[src/shared/odcr_pkg.sv]
// Purpose: shared constants and types for the on-demand clock request block
// Assumes: one 40 MHz system clock, plain register port with 8-bit byte addresses
// Notes: register offsets are byte addresses, one 32-bit word each
package odcr_pkg;
  localparam int CLK_MHZ = 40;
  localparam int NUM_SRC = 2;
  localparam int NUM_GEN = 4;
  localparam int NUM_CH = 4;
  localparam int SRC_W = 1;
  localparam int GEN_W = 2;
  localparam int CH_W = 2;
  localparam int DIV_W = 6;
  localparam int CNT_W = 12;
  localparam int ADDR_W = 8;
  localparam int DATA_W = 32;
  // source timing, times in ns, counts rounded up to whole clock cycles
  localparam int SRC_STARTUP_NS = 1000;
  localparam int SRC_STARTUP_CYC = (SRC_STARTUP_NS * CLK_MHZ + 999) / 1000;
  localparam int SRC_PERIOD_NS = 200;
  localparam int SRC_PERIOD_CYC = (SRC_PERIOD_NS * CLK_MHZ + 999) / 1000;
  // register map
  localparam logic [ADDR_W-1:0] SRC_CFG_BASE = 8'h00;
  localparam logic [ADDR_W-1:0] GEN_CFG_BASE = 8'h10;
  localparam logic [ADDR_W-1:0] CH_CFG_BASE = 8'h20;
  localparam logic [ADDR_W-1:0] STATUS_ADDR = 8'h30;
  localparam int REG_STRIDE = 4;
  // field positions
  localparam int SRC_OD_BIT = 0;
  localparam int SRC_STBY_BIT = 1;
  localparam int GEN_EN_BIT = 0;
  localparam int GEN_SRC_LSB = 1;
  localparam int GEN_DIV_LSB = 8;
  localparam int CH_EN_BIT = 0;
  localparam int CH_GEN_LSB = 1;
  localparam int CH_UNMASK_BIT = 8;
  localparam int STAT_RUN_LSB = 0;
  localparam int STAT_RDY_LSB = 4;
  localparam int STAT_AVAIL_LSB = 8;
  // reset values
  localparam logic SRC_OD_RST = 1'b1;
  localparam logic SRC_STBY_RST = 1'b0;
  localparam logic [DIV_W-1:0] GEN_DIV_RST = 6'h01;

  typedef struct packed {
    logic standby_run_enable;
    logic on_demand_enable;
  } src_cfg_t;

  typedef struct packed {
    logic [DIV_W-1:0] div;
    logic [SRC_W-1:0] src;
    logic en;
  } gen_cfg_t;

  typedef struct packed {
    logic unmask;
    logic [GEN_W-1:0] gen;
    logic en;
  } ch_cfg_t;

  typedef struct packed {
    logic [CH_W-1:0] sel;
    logic [ADDR_W-1:0] addr;
    logic [DATA_W-1:0] wdata;
    logic we;
    logic re;
  } acc_t;

  typedef enum logic [3:0] {
    CH_OFF = 4'h1,
    CH_WAIT = 4'h2,
    CH_ON = 4'h4,
    CH_HOLD = 4'h8
  } ch_state_t;

  typedef enum logic [2:0] {
    SRC_OFF = 3'h1,
    SRC_START = 3'h2,
    SRC_RUN = 3'h4
  } src_state_t;
endpackage

[src/bit_sync.sv]
// Purpose: two-flop synchroniser for asynchronous level inputs
// Assumes: inputs are slow levels
// Notes: first stage feeds only the second
`timescale 1ns/1ps
module bit_sync #(
  parameter int W = 1
) (
  input wire logic clk_i,
  input wire logic sys_rst_i,
  input wire logic [W-1:0] async_i,
  output logic [W-1:0] sync_o
);
  logic [1:0][W-1:0] stage_q;
  logic [1:0][W-1:0] stage_d;

  always_comb begin
    stage_d[0] = async_i;
    stage_d[1] = stage_q[0];
  end

  always_ff @(posedge clk_i or posedge sys_rst_i) begin
    if (sys_rst_i) begin
      stage_q <= '0;
    end else begin
      stage_q <= stage_d;
    end
  end

  assign sync_o = stage_q[1];
endmodule

[src/clk_source_ctrl.sv]
// Purpose: run/ready control of one clock source
// Assumes: req_i comes from logic on the same clock
// Notes: run_o and ready_o are flops
`timescale 1ns/1ps
module clk_source_ctrl
  import odcr_pkg::*;
(
  input wire logic clk_i,
  input wire logic sys_rst_i,
  input wire logic req_i,
  input wire logic on_demand_enable_i,
  input wire logic standby_i,
  input wire logic standby_run_enable_i,
  output logic run_o,
  output logic ready_o
);
  typedef struct packed {
    src_state_t state;
    logic [CNT_W-1:0] cnt;
    logic run;
    logic ready;
  } st_t;

  st_t s_q;
  st_t s_d;
  logic allowed;
  logic want;

  // ----------------------------------------------------------------
  // start and stop sequencing
  // ----------------------------------------------------------------
  assign allowed = !standby_i || standby_run_enable_i;
  assign want = allowed && (req_i || !on_demand_enable_i);

  always_comb begin
    s_d = s_q;
    case (s_q.state)
      SRC_OFF: begin
        if (want) begin
          s_d.state = SRC_START;
          s_d.cnt = '0;
        end
      end
      SRC_START: begin
        if (!want) begin
          s_d.state = SRC_OFF;
        end else if (s_q.cnt == CNT_W'(SRC_STARTUP_CYC - 1)) begin
          s_d.state = SRC_RUN;
        end else begin
          s_d.cnt = s_q.cnt + 1'b1;
        end
      end
      SRC_RUN: begin
        if (!want) begin
          s_d.state = SRC_OFF;
        end
      end
      default: begin
        s_d.state = SRC_OFF;
      end
    endcase
    s_d.run = (s_d.state != SRC_OFF);
    s_d.ready = (s_d.state == SRC_RUN);
  end

  always_ff @(posedge clk_i or posedge sys_rst_i) begin
    if (sys_rst_i) begin
      s_q <= '0;
      s_q.state <= SRC_OFF;
    end else begin
      s_q <= s_d;
    end
  end

  assign run_o = s_q.run;
  assign ready_o = s_q.ready;

  // ----------------------------------------------------------------
  // checks
  // ----------------------------------------------------------------
  AST_SRC_IDLE_STOPPED: assert property (@(posedge clk_i) disable iff (sys_rst_i)
    (on_demand_enable_i && !req_i) |=> !run_o)
    else $error("on-demand source runs without a request");
  AST_SRC_REQ_RUNS: assert property (@(posedge clk_i) disable iff (sys_rst_i)
    (req_i && allowed) |=> run_o)
    else $error("requested source not running");
  AST_SRC_STAYS_OFF: assert property (@(posedge clk_i) disable iff (sys_rst_i)
    (!run_o && on_demand_enable_i && !req_i) [*2] |=> !run_o && !ready_o)
    else $error("stopped source restarted without a request");
  AST_SRC_FREE_RUN: assert property (@(posedge clk_i) disable iff (sys_rst_i)
    (!on_demand_enable_i && allowed) |=> run_o)
    else $error("source with on-demand cleared is not running");
  AST_SRC_STANDBY: assert property (@(posedge clk_i) disable iff (sys_rst_i)
    (standby_i && !standby_run_enable_i) |=> !run_o)
    else $error("source runs in standby without standby-run enable");
endmodule

[src/on_demand_clock_request.sv]
// Purpose: on-demand clock request routing from peripherals to clock sources
// Assumes: peripheral requests and standby arrive asynchronously; source and
//   divided periods are modelled as cycle counts of clk_i
// Notes: registers over a plain strobe port, read data one cycle later
// Functional notes
// - An on-demand source is stopped whenever nobody requests it.
// - Requests pass through the generator to the selected source, which starts or keeps running.
// - With no active request left, the source stops and stays stopped until a new request.
// - A request reaches the source only with channel and generator both enabled.
// - Request to clock available takes at most startup plus two source and two divided periods.
// - Request to clock available for a stopped source takes at least startup plus one source and one divided period.
// - Shutdown after the last request takes one to two source plus divided periods.
// - Clearing a source's on-demand enable keeps it running regardless of requests, except in standby without standby-run enable.
// - In standby requests work only for sources with standby-run enable set.
// - A masked peripheral interface reads as zero and drops writes.
`timescale 1ns/1ps
module on_demand_clock_request
  import odcr_pkg::*;
(
  input wire logic clk_i,
  input wire logic sys_rst_i,
  input wire logic [ADDR_W-1:0] reg_addr_i,
  input wire logic [DATA_W-1:0] reg_wdata_i,
  input wire logic reg_we_i,
  input wire logic reg_re_i,
  output logic [DATA_W-1:0] reg_rdata_o,
  input wire logic [NUM_CH-1:0] periph_req_i,
  input wire logic standby_i,
  output logic [NUM_SRC-1:0] src_run_o,
  output logic [NUM_SRC-1:0] src_ready_o,
  output logic [NUM_CH-1:0] ch_clk_en_o,
  input wire acc_t cpu_acc_i,
  output acc_t per_acc_o,
  input wire logic [DATA_W-1:0] per_rdata_i,
  output logic [DATA_W-1:0] cpu_rdata_o,
  output logic cpu_rvalid_o
);
  typedef struct packed {
    src_cfg_t [NUM_SRC-1:0] src;
    gen_cfg_t [NUM_GEN-1:0] gen;
    ch_cfg_t [NUM_CH-1:0] ch;
    ch_state_t [NUM_CH-1:0] chs;
    logic [NUM_CH-1:0][CNT_W-1:0] cnt;
    logic [NUM_CH-1:0] avail;
    logic [DATA_W-1:0] rdata;
    acc_t acc;
    logic rd1;
    logic rd2;
    logic msk1;
    logic msk2;
    logic [DATA_W-1:0] prdata;
    logic prvalid;
  } st_t;

  localparam int MAX_DLY = SRC_PERIOD_CYC * 64;

  st_t s_q;
  st_t s_d;
  logic [NUM_CH:0] sync_w;
  logic [NUM_CH-1:0] req_sync_w;
  logic standby_w;
  logic [NUM_CH-1:0][GEN_W-1:0] gsel_w;
  logic [NUM_CH-1:0][SRC_W-1:0] ssel_w;
  logic [NUM_CH-1:0] path_ok_w;
  logic [NUM_CH-1:0] eff_w;
  logic [NUM_CH-1:0] rdy_w;
  logic [NUM_CH-1:0][CNT_W-1:0] dly_w;
  logic [NUM_SRC-1:0] src_req;
  logic [NUM_SRC-1:0] src_run_w;
  logic [NUM_SRC-1:0] src_ready_w;
  logic cpu_masked;

  // source period plus one divided period, divider zero taken as one
  function automatic logic [CNT_W-1:0] calc_delay(input logic [DIV_W-1:0] div);
    logic [CNT_W-1:0] d;
    d = (div == '0) ? CNT_W'(1) : CNT_W'(div);
    return CNT_W'(SRC_PERIOD_CYC) * (d + CNT_W'(1));
  endfunction

  function automatic logic [ADDR_W-1:0] reg_addr(input logic [ADDR_W-1:0] base, input int i);
    return base + ADDR_W'(REG_STRIDE * i);
  endfunction

  // ----------------------------------------------------------------
  // input synchronisers
  // ----------------------------------------------------------------
  bit_sync #(.W(NUM_CH + 1)) u_sync (
    .clk_i(clk_i),
    .sys_rst_i(sys_rst_i),
    .async_i({standby_i, periph_req_i}),
    .sync_o(sync_w)
  );
  assign req_sync_w = sync_w[NUM_CH-1:0];
  assign standby_w = sync_w[NUM_CH];

  // ----------------------------------------------------------------
  // per-channel routing and checks
  // ----------------------------------------------------------------
  for (genvar c = 0; c < NUM_CH; c++) begin : g_ch
    assign gsel_w[c] = s_q.ch[c].gen;
    assign ssel_w[c] = s_q.gen[gsel_w[c]].src;
    assign path_ok_w[c] = s_q.ch[c].en & s_q.gen[gsel_w[c]].en;
    assign eff_w[c] = req_sync_w[c] & path_ok_w[c];
    assign rdy_w[c] = src_ready_w[ssel_w[c]];
    assign dly_w[c] = calc_delay(s_q.gen[gsel_w[c]].div);

    AST_PATH_GATE: assert property (@(posedge clk_i) disable iff (sys_rst_i)
      (s_q.chs[c] == CH_OFF && !path_ok_w[c]) |=> s_q.chs[c] == CH_OFF)
      else $error("request passed a disabled channel or generator");
    AST_START_MIN: assert property (@(posedge clk_i) disable iff (sys_rst_i)
      (s_q.chs[c] == CH_OFF ##1 s_q.chs[c] == CH_WAIT) |-> !s_q.avail[c] [*2])
      else $error("clock available too early after request");
    AST_START_MAX: assert property (@(posedge clk_i) disable iff (sys_rst_i)
      (s_q.chs[c] == CH_WAIT) |-> s_q.cnt[c] < dly_w[c])
      else $error("divided start wait exceeds one source plus divided period");
    AST_STOP_MIN: assert property (@(posedge clk_i) disable iff (sys_rst_i)
      (s_q.chs[c] == CH_ON && !eff_w[c] && rdy_w[c]) |=> s_q.avail[c] ##1 s_q.avail[c])
      else $error("clock shut down too early");
    AST_STOP_MAX: assert property (@(posedge clk_i) disable iff (sys_rst_i)
      $rose(s_q.chs[c] == CH_HOLD) |-> ##[1:MAX_DLY] (s_q.chs[c] != CH_HOLD))
      else $error("clock shut down too late");
  end

  // ----------------------------------------------------------------
  // source request merge and sources
  // ----------------------------------------------------------------
  always_comb begin
    src_req = '0;
    for (int s = 0; s < NUM_SRC; s++) begin
      for (int c = 0; c < NUM_CH; c++) begin
        if (s_q.chs[c] != CH_OFF && ssel_w[c] == SRC_W'(s)) begin
          src_req[s] = 1'b1;
        end
      end
    end
  end

  for (genvar s = 0; s < NUM_SRC; s++) begin : g_src
    clk_source_ctrl u_src (
      .clk_i(clk_i),
      .sys_rst_i(sys_rst_i),
      .req_i(src_req[s]),
      .on_demand_enable_i(s_q.src[s].on_demand_enable),
      .standby_i(standby_w),
      .standby_run_enable_i(s_q.src[s].standby_run_enable),
      .run_o(src_run_w[s]),
      .ready_o(src_ready_w[s])
    );

    AST_SRC_OR: assert property (@(posedge clk_i) disable iff (sys_rst_i)
      (src_req[s] && !standby_w) |=> src_run_w[s])
      else $error("source not started for a merged request");
  end

  // ----------------------------------------------------------------
  // next state
  // ----------------------------------------------------------------
  always_comb begin
    s_d = s_q;
    // register writes
    for (int i = 0; i < NUM_SRC; i++) begin
      if (reg_we_i && reg_addr_i == reg_addr(SRC_CFG_BASE, i)) begin
        s_d.src[i].on_demand_enable = reg_wdata_i[SRC_OD_BIT];
        s_d.src[i].standby_run_enable = reg_wdata_i[SRC_STBY_BIT];
      end
    end
    for (int i = 0; i < NUM_GEN; i++) begin
      if (reg_we_i && reg_addr_i == reg_addr(GEN_CFG_BASE, i)) begin
        s_d.gen[i].en = reg_wdata_i[GEN_EN_BIT];
        s_d.gen[i].src = reg_wdata_i[GEN_SRC_LSB +: SRC_W];
        s_d.gen[i].div = reg_wdata_i[GEN_DIV_LSB +: DIV_W];
      end
    end
    for (int i = 0; i < NUM_CH; i++) begin
      if (reg_we_i && reg_addr_i == reg_addr(CH_CFG_BASE, i)) begin
        s_d.ch[i].en = reg_wdata_i[CH_EN_BIT];
        s_d.ch[i].gen = reg_wdata_i[CH_GEN_LSB +: GEN_W];
        s_d.ch[i].unmask = reg_wdata_i[CH_UNMASK_BIT];
      end
    end
    // register reads, unmapped addresses read zero
    s_d.rdata = '0;
    if (reg_re_i) begin
      for (int i = 0; i < NUM_SRC; i++) begin
        if (reg_addr_i == reg_addr(SRC_CFG_BASE, i)) begin
          s_d.rdata[SRC_OD_BIT] = s_q.src[i].on_demand_enable;
          s_d.rdata[SRC_STBY_BIT] = s_q.src[i].standby_run_enable;
        end
      end
      for (int i = 0; i < NUM_GEN; i++) begin
        if (reg_addr_i == reg_addr(GEN_CFG_BASE, i)) begin
          s_d.rdata[GEN_EN_BIT] = s_q.gen[i].en;
          s_d.rdata[GEN_SRC_LSB +: SRC_W] = s_q.gen[i].src;
          s_d.rdata[GEN_DIV_LSB +: DIV_W] = s_q.gen[i].div;
        end
      end
      for (int i = 0; i < NUM_CH; i++) begin
        if (reg_addr_i == reg_addr(CH_CFG_BASE, i)) begin
          s_d.rdata[CH_EN_BIT] = s_q.ch[i].en;
          s_d.rdata[CH_GEN_LSB +: GEN_W] = s_q.ch[i].gen;
          s_d.rdata[CH_UNMASK_BIT] = s_q.ch[i].unmask;
        end
      end
      if (reg_addr_i == STATUS_ADDR) begin
        s_d.rdata[STAT_RUN_LSB +: NUM_SRC] = src_run_w;
        s_d.rdata[STAT_RDY_LSB +: NUM_SRC] = src_ready_w;
        s_d.rdata[STAT_AVAIL_LSB +: NUM_CH] = s_q.avail;
      end
    end
    // channel request state
    for (int c = 0; c < NUM_CH; c++) begin
      case (s_q.chs[c])
        CH_OFF: begin
          if (eff_w[c]) begin
            s_d.chs[c] = CH_WAIT;
            s_d.cnt[c] = '0;
          end
        end
        CH_WAIT: begin
          if (!eff_w[c]) begin
            s_d.chs[c] = CH_OFF;
          end else if (rdy_w[c]) begin
            if (s_q.cnt[c] == dly_w[c] - CNT_W'(1)) begin
              s_d.chs[c] = CH_ON;
              s_d.avail[c] = 1'b1;
            end else begin
              s_d.cnt[c] = s_q.cnt[c] + CNT_W'(1);
            end
          end
        end
        CH_ON: begin
          if (!rdy_w[c]) begin
            s_d.chs[c] = CH_WAIT;
            s_d.avail[c] = 1'b0;
            s_d.cnt[c] = '0;
          end else if (!eff_w[c]) begin
            s_d.chs[c] = CH_HOLD;
            s_d.cnt[c] = '0;
          end
        end
        CH_HOLD: begin
          if (!rdy_w[c] || s_q.cnt[c] == dly_w[c] - CNT_W'(1)) begin
            s_d.chs[c] = CH_OFF;
            s_d.avail[c] = 1'b0;
          end else if (eff_w[c]) begin
            s_d.chs[c] = CH_ON;
          end else begin
            s_d.cnt[c] = s_q.cnt[c] + CNT_W'(1);
          end
        end
        default: begin
          s_d.chs[c] = CH_OFF;
          s_d.avail[c] = 1'b0;
        end
      endcase
    end
    // peripheral interface gate
    s_d.acc = cpu_acc_i;
    s_d.acc.we = cpu_acc_i.we && !cpu_masked;
    s_d.acc.re = cpu_acc_i.re && !cpu_masked;
    s_d.rd1 = cpu_acc_i.re;
    s_d.msk1 = cpu_masked;
    s_d.rd2 = s_q.rd1;
    s_d.msk2 = s_q.msk1;
    s_d.prvalid = s_q.rd2;
    s_d.prdata = (s_q.rd2 && !s_q.msk2) ? per_rdata_i : '0;
  end

  assign cpu_masked = !s_q.ch[cpu_acc_i.sel].unmask;

  always_ff @(posedge clk_i or posedge sys_rst_i) begin
    if (sys_rst_i) begin
      s_q <= '0;
      for (int i = 0; i < NUM_SRC; i++) begin
        s_q.src[i].on_demand_enable <= SRC_OD_RST;
        s_q.src[i].standby_run_enable <= SRC_STBY_RST;
      end
      for (int i = 0; i < NUM_GEN; i++) begin
        s_q.gen[i].div <= GEN_DIV_RST;
      end
      for (int i = 0; i < NUM_CH; i++) begin
        s_q.chs[i] <= CH_OFF;
      end
    end else begin
      s_q <= s_d;
    end
  end

  // ----------------------------------------------------------------
  // outputs
  // ----------------------------------------------------------------
  assign reg_rdata_o = s_q.rdata;
  assign src_run_o = src_run_w;
  assign src_ready_o = src_ready_w;
  assign ch_clk_en_o = s_q.avail;
  assign per_acc_o = s_q.acc;
  assign cpu_rdata_o = s_q.prdata;
  assign cpu_rvalid_o = s_q.prvalid;

  AST_MASK_WRITE: assert property (@(posedge clk_i) disable iff (sys_rst_i)
    (cpu_acc_i.we && cpu_masked) |=> !per_acc_o.we)
    else $error("write to masked peripheral passed");
  AST_MASK_READ: assert property (@(posedge clk_i) disable iff (sys_rst_i)
    (cpu_acc_i.re && cpu_masked) |-> ##3 (cpu_rvalid_o && cpu_rdata_o == '0))
    else $error("read of masked peripheral not zero");
endmodule

[config.mk]
export PLATFORM = sky130hd
export DESIGN_NAME = on_demand_clock_request
export DESIGN_NICKNAME = d
export VERILOG_FILES = /design/src/shared/odcr_pkg.sv /design/src/bit_sync.sv /design/src/clk_source_ctrl.sv /design/src/on_demand_clock_request.sv
export SDC_FILE = /design/constraint.sdc
export NUM_CORES = 1
export LEC_CHECK = 0
export ABC_AREA = 0
export BUFFER_PORTS_ARGS = -buffer_cell sky130_fd_sc_hd__buf_2
export CORE_ASPECT_RATIO = 1.1
export CORE_MARGIN = 5
export CORE_UTILIZATION = 51
export CTS_CLUSTER_DIAMETER = 40
export DETAILED_ROUTE_END_ITERATION = 7
export GPL_TIMING_DRIVEN = 0
export HOLD_SLACK_MARGIN = 0.12
export PLACE_DENSITY = 0.77
export SETUP_SLACK_MARGIN = 0.02
export SYNTH_ARGS = -nofsm -noshare
export SYNTH_HDL_FRONTEND = slang
export SYNTH_SLANG_ARGS = --single-unit
[constraint.sdc]
create_clock -name clk_i -period 7.5 [get_ports clk_i]
set_clock_uncertainty 0.2 [all_clocks]
set_input_delay 0.75 -clock clk_i [delete_from_list [all_inputs] [get_ports clk_i]]
set_output_delay 0.75 -clock clk_i [all_outputs]
set_load 0.02 [all_outputs]
# [After elaboration in Yosys (flattened, before gate mapping)]
# Index checks and enable logic that the tools add are counted.
[totals] register_bits=256 input_bits=125 wordCells=437
[op_classes] add_sub_neg=14 n_lt_le_gt_ge=9 eq_ne=104 muxes=167 bitwise=16 reduce_logical=65
[ops] cell="two-way mux 12 bit" n=36
[ops] cell="one-hot mux 12 bit (4 select lines)" n=4
[ops] cell="two-way mux 4 bit" n=34
[ops] cell="!= test 2 bit (second input constant)" n=38
[ops] cell="adder 12 x 1 -> 12 bit (second input constant)" n=6
[ops] cell="binary-select mux 8 bit (select 2 bit)" n=4
[ops] cell="one-hot mux 4 bit (4 select lines)" n=4
[ops] cell="two-way mux 6 bit" n=9
[ops] cell="== test 12 bit" n=4
[ops] cell="!= test 3 bit (second input constant)" n=16
[ops] cell="one-hot mux 12 bit (2 select lines)" n=2
[ops] cell="subtractor 10 x 1 -> 11 bit (second input constant)" n=4
[ops] cell="== test 8 x 6 -> 1 bit (second input constant)" n=5
[ops] cell="two-way mux 1 bit" n=40
[ops] cell="two-way mux 3 bit" n=11
[ops] cell="== test 8 x 5 -> 1 bit (second input constant)" n=4
[ops] cell="two-way mux 32 bit" n=1
[ops] cell="two-way mux 8 bit" n=4
[ops] cell="AND reduction 8 bit" n=4
[ops] cell="two-way mux 15 bit" n=2
[ops] cell="adder 6 x 1 -> 7 bit (second input constant)" n=4
[ops] cell="== test 12 x 6 -> 1 bit (second input constant)" n=2
[ops] cell="logical NOT 6 bit" n=4
[ops] cell="AND reduction 6 bit" n=4
[ops] cell="other kinds (27)" n=129

# [Logic depth before layout (Yosys ltp)]
# Gate-level depths: netlist of the first run.
[depth] ltp_word=13 ltp_mapped=16 ltp_nobuf=12

# [By module]
# Synthesis of the first run repeated with hierarchy kept, for this count alone.
[hier_totals] hier_cells=1336 hier_area_um2=13800.7
[by_module_without_submodules] module="on_demand_clock_request" instances=1 cells_per_inst=1127 area_each_um2=11720.0 seq_area_each_um2=5317.6
[by_module_without_submodules] module="clk_source_ctrl" instances=2 cells_per_inst=99 area_each_um2=913.4 seq_area_each_um2=426.7
[by_module_without_submodules] module="bit_sync" instances=1 cells_per_inst=11 area_each_um2=254.0 seq_area_each_um2=250.2

# [Worst setup path before layout of the first run]
# OpenSTA, ideal clock, no wires.
[synth_timing] path_type="flip-flop to flip-flop" start="register s_q (netlist bit gsel_w[4])" end="register s_q[146] in the netlist's numbering" setup_time_ns=0.126 arrival_ns=3.351 required_time_ns=7.174 setup_slack_ns=3.823 stages_incl_launch_ff=15 cell_sequence="dfrtp_1 -> buf_6 -> buf_6 -> mux4_2 -> nor2_1 -> a21o_2 -> ha_1 -> xnor2_1 -> a31o_1 -> and3_4 -> or3b_1 -> a311oi_2 -> buf_6 -> o21ai_2 -> a311o_1"
[synth_via] elab_chain_len=10
[synth_rtl] item="from (decl)" line_no="on_demand_clock_request.sv:57" text="st_t s_q;"
[synth_rtl] item="binary-select mux 8 bit (select 2 bit) *" line_no="on_demand_clock_request.sv:101, on_demand_clock_request.sv:102, on_demand_clock_request.sv:105"
[synth_rtl] item="two-way mux 8 bit (implied by the code) *" line_no="on_demand_clock_request.sv:105" text="assign dly_w[c] = calc_delay(s_q.gen[gsel_w[c]].div);"
[synth_rtl] item="logical NOT 6 bit" line_no="on_demand_clock_request.sv:76" text="d = (div == '0) ? CNT_W'(1) : CNT_W'(div);"
[synth_rtl] item="two-way mux 6 bit" line_no="on_demand_clock_request.sv:76"
[synth_rtl] item="adder 6 x 1 -> 7 bit" line_no="on_demand_clock_request.sv:77" text="return CNT_W'(SRC_PERIOD_CYC) * (d + CNT_W'(1));"
[synth_rtl] item="subtractor 10 x 1 -> 11 bit" line_no="on_demand_clock_request.sv:223, on_demand_clock_request.sv:242"
[synth_rtl] item="== test 12 bit" line_no="on_demand_clock_request.sv:223, on_demand_clock_request.sv:242"
[synth_rtl] item="logical OR 1 bit" line_no="on_demand_clock_request.sv:242" text="if (!rdy_w[c] || s_q.cnt[c] == dly_w[c] - CNT_W'(1)) begin"
[synth_rtl] item="!= test 2 bit (no line)"
[synth_rtl] item="AND reduction 8 bit (no line)"
# Every way passes the cells marked *; elsewhere a longest branch is shown, timed or not. The select of a mux whose other input is x is not followed.
# A chain may end at the register's enable or synchronous reset.

# [Worst setup path after layout of the first run]
[layout_timing] start="register s_q (netlist bit gsel_w[4])" end="register s_q[149] in the netlist's numbering"
# The elaborated chain is that of the path after synthesis.

==> results of run 1 <==
==> cell usage in the layout, fill, tap and decap left out, drive strengths merged, types with 19 or more instances in the layout <==
master and instances:
a21oi 38, and2 47, buf 329, clkbuf 83, conb 21, dfrtp 244
inv 34, mux2 71, mux4 29, nand2 78, nand3 43, nand4 23
nor2 104, nor2b 19, nor3 35, o21ai 33, xnor2 46, xor2 29
==> final timing paths <==
| kind | start | to | slack (ps) |
|---|---|---|---|
| worst min-delay path | cpu_acc_i[3] | per_acc_o[3] | 140 |
| max in group asynchronous | sys_rst_i | g_src[1].u_src.s_q[14] | 5860 |
| min in group asynchronous | sys_rst_i | per_acc_o[8] | 210 |
| worst max-delay path | gsel_w[4] | s_q[149] | 3270 |
| worst min register to register | u_sync.stage_d[6] | u_sync.sync_o[1] | 140 |
| worst max register to register | gsel_w[4] | s_q[149] | 3270 |
==> registers in the layout (all words and copies together) (netlist names) <==
| signal | cells |
|---|---|
| ch_clk_en_o | 4 |
| cpu_rdata_o | 32 |
| cpu_rvalid_o | 1 |
| g_src.u_src.ready_o | 2 |
| g_src.u_src.run_o | 2 |
| g_src.u_src.s_q | 30 |
| gsel_w | 8 |
| per_acc_o | 44 |
| reg_rdata_o | 11 |
| s_d | 3 |
| s_q | 109 |
| u_sync.stage_d | 5 |
| u_sync.sync_o | 5 |
==> power groups by stage <==
stage	registers (uW)	clock network (uW)	logic, uW
5_1_grt	1480	1710	491
2_1_floorplan	1490	0	323
6_report	1480	1620	443
3_5_place_dp	1500	0	440
3_3_place_gp	1500	0	420
4_1_cts	1480	1650	445
==> metal layers <==
metal	part of all wire	global-route usage	routed length, um	up-vias
met3	0.071	0.0481	2340	97
met4	0.034	0.0789	1140	2
li1	-	-	-	4969
met2	0.50	0.379	16500	411
met1	0.40	0.265	13200	5194
met5	0.00039	0	13	-
==> logic make-up after synthesis <==
group,after synthesis,share of synthesized area
flip-flops,256,0.470
other,1,0.000274
buffers and inverters,200,0.0897
multiplexers,118,0.120
XOR/XNOR,75,0.0486
adder cells (fa/ha/maj),8,0.00733
AND/OR/NAND/NOR,452,0.173
AO/OA/AOI/OAI,175,0.0904
==> worst max-delay path, stage by stage (launching register included) <==
cell,delay [ps]
dfrtp_1,360
buf_6,130
buf_6,180
mux4_2,620
nor2_1,170
a21o_2,200
ha_1,310
xor2_1,120
nor2_2,190
and3_4,250
or3b_1,360
a311oi_2,390
buf_6,210
buf_6,150
mux2i_1,180
nand2_1,70
==> layout make-up <==
class | instances | area share
clock inverter | 19 | 0.0122
buffer | 169 | 0.0673
timing repair buffer | 202 | 0.0677
tap | 352 | 0.0267
sequential | 256 | 0.390
clock buffer | 44 | 0.0583
antenna | 4 | 0.000608
inverter | 31 | 0.00729
multi-input combinational | 849 | 0.370
==> metrics by stage <==
step                      std cells  setup WS (ps)
after floorplan                1305           3190
after global placement         1850           1780
after detailed placement       1856           3310
after CTS                      1922           3280
after global routing           1925           3040
final                          1926           3270
==> flow_metrics.tcl, run 1 <==
set metrics [dict create \
    min_period_ps 4230 \
    placed_area_sq_mm 0.0153 \
    cts_tree "yes" \
    pin_count 242 \
    rows 62 \
    maxCapViolCount 0 \
    rsz0062_at_grt "false" \
    nets 1677 \
    gr-total-overflow 0 \
    start_util 0.520 \
    antenna_found_initial 3 \
    r2r_cells 15 \
    p_leak_uw 0.00775 \
    synth_most_common_cell "dfrtp_1" \
    syn_area_sq_mm 0.0137 \
    crit_required_ps 7680 \
    cts_max_level 2 \
    fillers 2113 \
    async_reset_ff_frac 1.00 \
    layout-drive-gt1-share 0.327 \
    ys_warn_count 0 \
    routedWlPerCell_um 17.2 \
    dp_hpwl_um 24500 \
    multi_input_area_sq_mm 0.00610 \
    initialDrtViolationCount 885 \
    synth-edff-count 0 \
    grt_max_degree 45 \
    max_freq_ghz 0.237 \
    crit_fanout 10 \
    postSynthAreaPerCell_sq_um 10.6 \
    drc 0 \
    die_y_um 182 \
    final_area_sq_mm 0.0165 \
    area_delta_synth_final_pct 20.6 \
    grt_pass1_vias 10700 \
    track_usage 0.217 \
    core-area_sq_mm 0.0263 \
    p_switching_uw 914 \
    finalSetupViolCount 0 \
    min_delay_path_depth 1 \
    dieArea_sq_mm 0.0302 \
    p_sw_frac 0.258 \
    cts-root-buf "clkbuf_16" \
    whs_ps 141 \
    grt_pass1_wl_um 54400 \
    ctsHoldBuffers 3 \
    fin_tns_setup_ps 0 \
    ys_seq_area_frac 0.470 \
    first_pass_iters 5 \
    cts_setup_buffers 0 \
    cp-start-kind "flip-flop" \
    p_comb_frac 0.125 \
    cts_buffers 35 \
    dr_total_vias 10700 \
    seq_area_sq_mm 0.00642 \
    clockBufferDepth 3 \
    clock_latency_ps 510 \
    status "complete, no violations" \
    ys.flop_type "dfrtp_1" \
    slew_viol_final 0 \
    yosysTopAreaCell "dfrtp_1" \
    finalCritPeriodShare 0.564 \
    cp_data_arrival_time_ps 4400 \
    viasPerCell 5.54 \
    ir_drop_mv 0.149 \
    port_buffers 193 \
    yosys.area.top_type_share 0.447 \
    tightestPinTransition_ps 1050 \
    endpoint_kind "flip-flop" \
    seq_power_share 0.418 \
    finalPower_uw 3540 \
    finalHoldViolations 0 \
    synth_top_cells_by_count "dfrtp_1, buf_4, nor2_1, nand2_1, mux2_2" \
    routed_wl_um 33200 \
    cts_resized 0 \
    p_int_uw 2620 \
    holdCritPathClass "in2reg" \
    die_w_um 166 \
    path_class "reg2reg" \
    synth_cell_type_count 83 \
    synth_seq_cells 256 \
    clkSinkCount 256 \
    place_congestion 0.906 \
    ant_nets 0 \
    synth_area_leaders "dfrtp_1, buf_4, mux2_2" \
    power_density_mw_per_mm2 215 \
    utilization 0.627 \
    clock_power_share 0.457 \
    clkTransAtPathRegs_ps 60 \
    syn_inst 1285 \
    relSlewSlack 0.289 \
]
Note: power is estimated with default switching activity, not from simulation.
==> run 2: changes to the inputs <==
Clock period 7.5 ns to 3.8 ns, I/O delays scaled along.
==> flow_metrics.tcl, run 2 (same netlist as run 1, synthesis figures left out) <==
set metrics [dict create \
    tightestPinTransition_ps 1150 \
    path_class "reg2reg" \
    clockBufferDepth 3 \
    clkTransAtPathRegs_ps 50 \
    maxCapViolCount 0 \
    drc 0 \
    min_period_ps 3850 \
    max_freq_ghz 0.260 \
    layout_setup_ws_ps -45.7 \
    clock_latency_ps 520 \
    rsz0062_at_grt "true" \
    layout-drive-gt1-share 0.328 \
    top_register "s_q" \
    status "finished, violations left" \
    pin_count 242 \
    viasPerCell 5.56 \
    gr-total-overflow 0 \
    grt_pass1_vias 11400 \
    dr_total_vias 11300 \
    track_usage 0.237 \
    rows 62 \
    dieArea_sq_mm 0.0302 \
    power_density_mw_per_mm2 404 \
    cts-root-buf "clkbuf_16" \
    area_delta_synth_final_pct 29.2 \
    p_leak_uw 0.00826 \
    endpoint_kind "flip-flop" \
    layout_common_cells "dfrtp_1, buf_2, buf_4" \
    cp_slowest_cell "mux4_2" \
    first_pass_iters 5 \
    slew_viol_final 0 \
    finalCritPeriodShare 1.01 \
    cp_slowest_stage_delay_ps 540 \
    cts_tree "yes" \
    nets 1782 \
    cp_data_arrival_time_ps 4020 \
    largest_reg_flops 109 \
    critPathMostFrequentCell "buf_6" \
    dp_hpwl_um 24500 \
    cp-start-kind "flip-flop" \
    clkSinkCount 256 \
    holdCritPathClass "reg2reg" \
    crit_required_ps 3980 \
    routedWlPerCell_um 18.0 \
    cts_buffers 35 \
    routed_wl_um 36600 \
    relSlewSlack 0.229 \
    place_worst_setup_slack_ps -389 \
    placed_area_sq_mm 0.0153 \
    finalPower_uw 7130 \
    finalHoldViolations 0 \
    finalSetupViolCount 5 \
    grt_pass1_wl_um 59300 \
    antenna_found_initial 2 \
    cts_max_level 2 \
    grt_max_degree 45 \
    ant_nets 0 \
    die_y_um 182 \
    path_cells "buf_6 > buf_6 > mux4_2 > nor3_2 > a21o_4 > ha_4 > xnor2_2 > a31o_1 > and3_4 > or3b_4 > a311oi_4 > buf_6 > buf_8 > mux2i_1 > nand2_1" \
    initialDrtViolationCount 921 \
    ir_drop_mv 0.295 \
    violations "negative setup slack" \
    die_w_um 166 \
    port_buffers 193 \
    layout_commonest_cell "dfrtp_1" \
    final_area_sq_mm 0.0177 \
    place_congestion 0.906 \
    whs_ps 145 \
    start_util 0.520 \
    utilization 0.671 \
    core-area_sq_mm 0.0263 \
    crit_fanout 6 \
]
-- run 2: timing repair --
action,4_1_cts,5_1_grt
resized for setup,14,16
gates cloned,1,1
endpoints found under the hold margin,147,0
setup endpoints to repair,22,44
hold buffers,90,0
buffers inserted,12,4
pin swaps,3,20
-- run 2: metal layers --
| layer | share of wire | up-vias | global-route usage |
|---|---|---|---|
| li1 | - | 5173 | - |
| met2 | 0.51 | 460 | 0.424 |
| met3 | 0.068 | 101 | 0.0476 |
| met1 | 0.39 | 5554 | 0.289 |
| met5 | 0.00036 | - | 0 |
| met4 | 0.030 | 2 | 0.0752 |
-- run 2: area by class of cell --
type | count | area, sq um
Fill cell | 1935 | 8650
Antenna cell | 3 | 7.51
Timing Repair Buffer | 307 | 2140
Clock buffer | 44 | 961
Sequential cell | 256 | 6420
Buffer | 169 | 1130
Clock inverter | 19 | 200
Tap cell | 352 | 440
Inverter | 31 | 120
Multi-Input combinational cell | 849 | 6230
-- run 2: through the flow --
stage                     TNS [ps]  instances
after global routing         -1700       2029
after floorplan             -34610       1305
after global placement     -378980       1850
after detailed placement     -4620       1856
final                        -95.2       2030
after CTS                        0       2022
-- run 2: final timing paths --
path                              startpoint                endpoint  slack (ps)  cells after the start
setup / recovery                   gsel_w[4]                s_q[149]         -50                     15
setup reg to reg                   gsel_w[4]                s_q[149]         -50                     15
hold reg to reg            u_sync.stage_d[6]        u_sync.sync_o[1]         140                      0
max in group asynchronous          sys_rst_i  g_src[1].u_src.s_q[14]        1940                      5
hold / removal             u_sync.stage_d[6]        u_sync.sync_o[1]         140                      0
min in group asynchronous          sys_rst_i           per_acc_o[35]         410                      3
-- run 2: worst max-delay path: cells and delay by family, from the launching register on --
kind                     cells  cell delay, ps
AO/OA/AOI/OAI                3             710
XOR/XNOR                     1             120
adder cells (fa/ha/maj)      1             170
buffers and inverters        4             560
flip-flops                   1             360
multiplexers                 2             710
AND/OR/NAND/NOR              4             890
-- run 2: report_power, final --
group          leakage [uW]  switching (uW)  internal [uW]
Sequential          0.00338            81.8           2840
Combinational       0.00433             538            464
Clock              0.000551            1250           1960
==> run 3: changes to the inputs <==
Settings changed: CELL_PAD_IN_SITES_DETAIL_PLACEMENT set to 1, CELL_PAD_IN_SITES_GLOBAL_PLACEMENT set to 1, CORE_UTILIZATION 51 to 40, CTS_CLUSTER_DIAMETER 40 to 200, PLACE_DENSITY 0.77 to 0.8.
==> flow_metrics.tcl, run 3 (same netlist as run 1, synthesis figures left out) <==
set metrics [dict create \
    status "finished, violations left" \
    violations "negative setup slack" \
    routedWlPerCell_um 19.5 \
    fillers 3748 \
    area_delta_synth_final_pct 29.3 \
    final_area_sq_mm 0.0177 \
    layout_commonest_cell "dfrtp_1" \
    cp_data_arrival_time_ps 4050 \
    endpoint_kind "flip-flop" \
    path_cells "buf_6 > buf_12 > mux4_2 > a21o_4 > ha_1 > nor2_4 > and3_4 > or3b_4 > a311oi_4 > buf_6 > buf_8 > mux2i_1 > nand2_1" \
    p_leak_uw 0.00822 \
    placed_area_sq_mm 0.0154 \
    seq_area_sq_mm 0.00642 \
    finalPower_uw 6980 \
    critPathMostFrequentCell "buf_6" \
    tightestPinTransition_ps 1220 \
    place_congestion 0.869 \
    dieArea_sq_mm 0.0380 \
    rsz0062_at_grt "true" \
    dr_total_vias 11300 \
    stdcell_count 2105 \
    nets 1777 \
    top_register "s_q" \
    crit_fanout 8 \
    clockBufferDepth 3 \
    routed_wl_um 41100 \
    slew_viol_final 0 \
    grt_max_degree 43 \
    cts_buffers 29 \
    multi_input_area_sq_mm 0.00625 \
    cts-root-buf "clkbuf_16" \
    finalCritPeriodShare 1.00 \
    die_w_um 186 \
    placed_cells 1942 \
    port_buffers 193 \
    track_usage 0.210 \
    layout_setup_ws_ps -6.74 \
    core-area_sq_mm 0.0339 \
    clkSinkCount 256 \
    crit_required_ps 4050 \
    finalHoldViolations 0 \
    antenna_found_initial 1 \
    grt_pass1_vias 12200 \
    cp-start-kind "flip-flop" \
    clock_latency_ps 570 \
    dp_hpwl_um 27300 \
    largest_reg_flops 109 \
    rows 71 \
    grt_pass1_wl_um 64700 \
    start_util 0.403 \
    die_y_um 204 \
    layout_common_cells "dfrtp_1, buf_2, buf_4" \
    max_freq_ghz 0.263 \
    drc 0 \
    path_class "reg2reg" \
    clkTransAtPathRegs_ps 60 \
    utilization 0.521 \
    cp_slowest_stage_delay_ps 560 \
    first_pass_iters 5 \
    holdCritPathClass "reg2reg" \
    maxCapViolCount 0 \
    viasPerCell 5.36 \
    relSlewSlack 0.181 \
    fin_tns_setup_ps -6.74 \
    min_period_ps 3810 \
    pin_count 242 \
    gr-total-overflow 0 \
    layout-drive-gt1-share 0.325 \
    ir_drop_mv 0.292 \
    ant_nets 0 \
    power_density_mw_per_mm2 395 \
    initialDrtViolationCount 621 \
    cp_slowest_cell "mux4_2" \
    cts_max_level 1 \
    cts_tree "yes" \
    finalSetupViolCount 1 \
]
==> run 3: cell count changes in the layout (fill, tap and decap cells not counted), sizes merged <==
cell / before / now
buf: 345 / 347
bufinv: 2 / 5
clkbuf: 85 / 80
clkinv: 7 / 3
clkinvlp: 7 / 3
diode: 3 / 1
inv: 34 / 33
==> run 3: worst max-delay path, delay by kind of cell (launching register included) <==
kind                       cells  cell delay (ps)
AOI/OAI and AO/OA              2              620
adders and majority gates      1              330
and+or+nand+nor                4              870
DFF                            1              350
buffers and inverters          4              600
muxes                          2              730
==> run 3: what timing repair did <==
item | CTS | global route
hold endpoints to repair | 141 | 0
hold buffers | 90 | 0
pin swaps | 10 | 14
endpoints found under the setup margin | 25 | 34
gates cloned | 1 | 0
gates resized for setup | 20 | 17
buffers inserted | 15 | 4
==> run 3: per-stage QoR <==
| step | setup WS [ps] | hold slack, ps |
|---|---|---|
| floorplan | -142 | 131 |
| CTS | 3.52 | 126 |
| detailed placement | -453 | 136 |
| global route | -122 | 147 |
| finish | -6.74 | 145 |
| global placement | -1730 | 132 |
==> run 3: area by class of cell <==
cell class,instances,area share
Antenna cell,1,0.000142
Timing Repair Buffer,308,0.122
Sequential cell,256,0.364
Tap cell,438,0.0310
Buffer,169,0.0642
Multi-Input combinational cell,849,0.354
Clock inverter,13,0.0117
Clock buffer,40,0.0468
Inverter,31,0.00680
==> run 3: routing by layer <==
metal  global-route usage  up-vias  wire length, um
met2                0.365      390            20300
li1                     -     5155                -
met4               0.0700        0             1380
met5                    0        -                0
met1                0.263     5662            16400
met3               0.0372       86             3050
==> run 3: where the power goes <==
group          switching [uW]  internal (uW)
combinational             566            480
clock                    1150           1860
sequential               85.3           2840
==> run 3: path summary, 6_finish.rpt <==
path | startpoint | end | slack [ps] | cells past startpoint
setup / recovery | gsel_w[4] | s_q[149] | -7 | 13
hold / removal | s_d[33] | s_q[33] | 150 | 0
setup reg to reg | gsel_w[4] | s_q[149] | -7 | 13
hold reg to reg | s_d[33] | s_q[33] | 150 | 0
max in group asynchronous | sys_rst_i | s_q[231] | 2140 | 5
min in group asynchronous | sys_rst_i | s_q[201] | 310 | 3
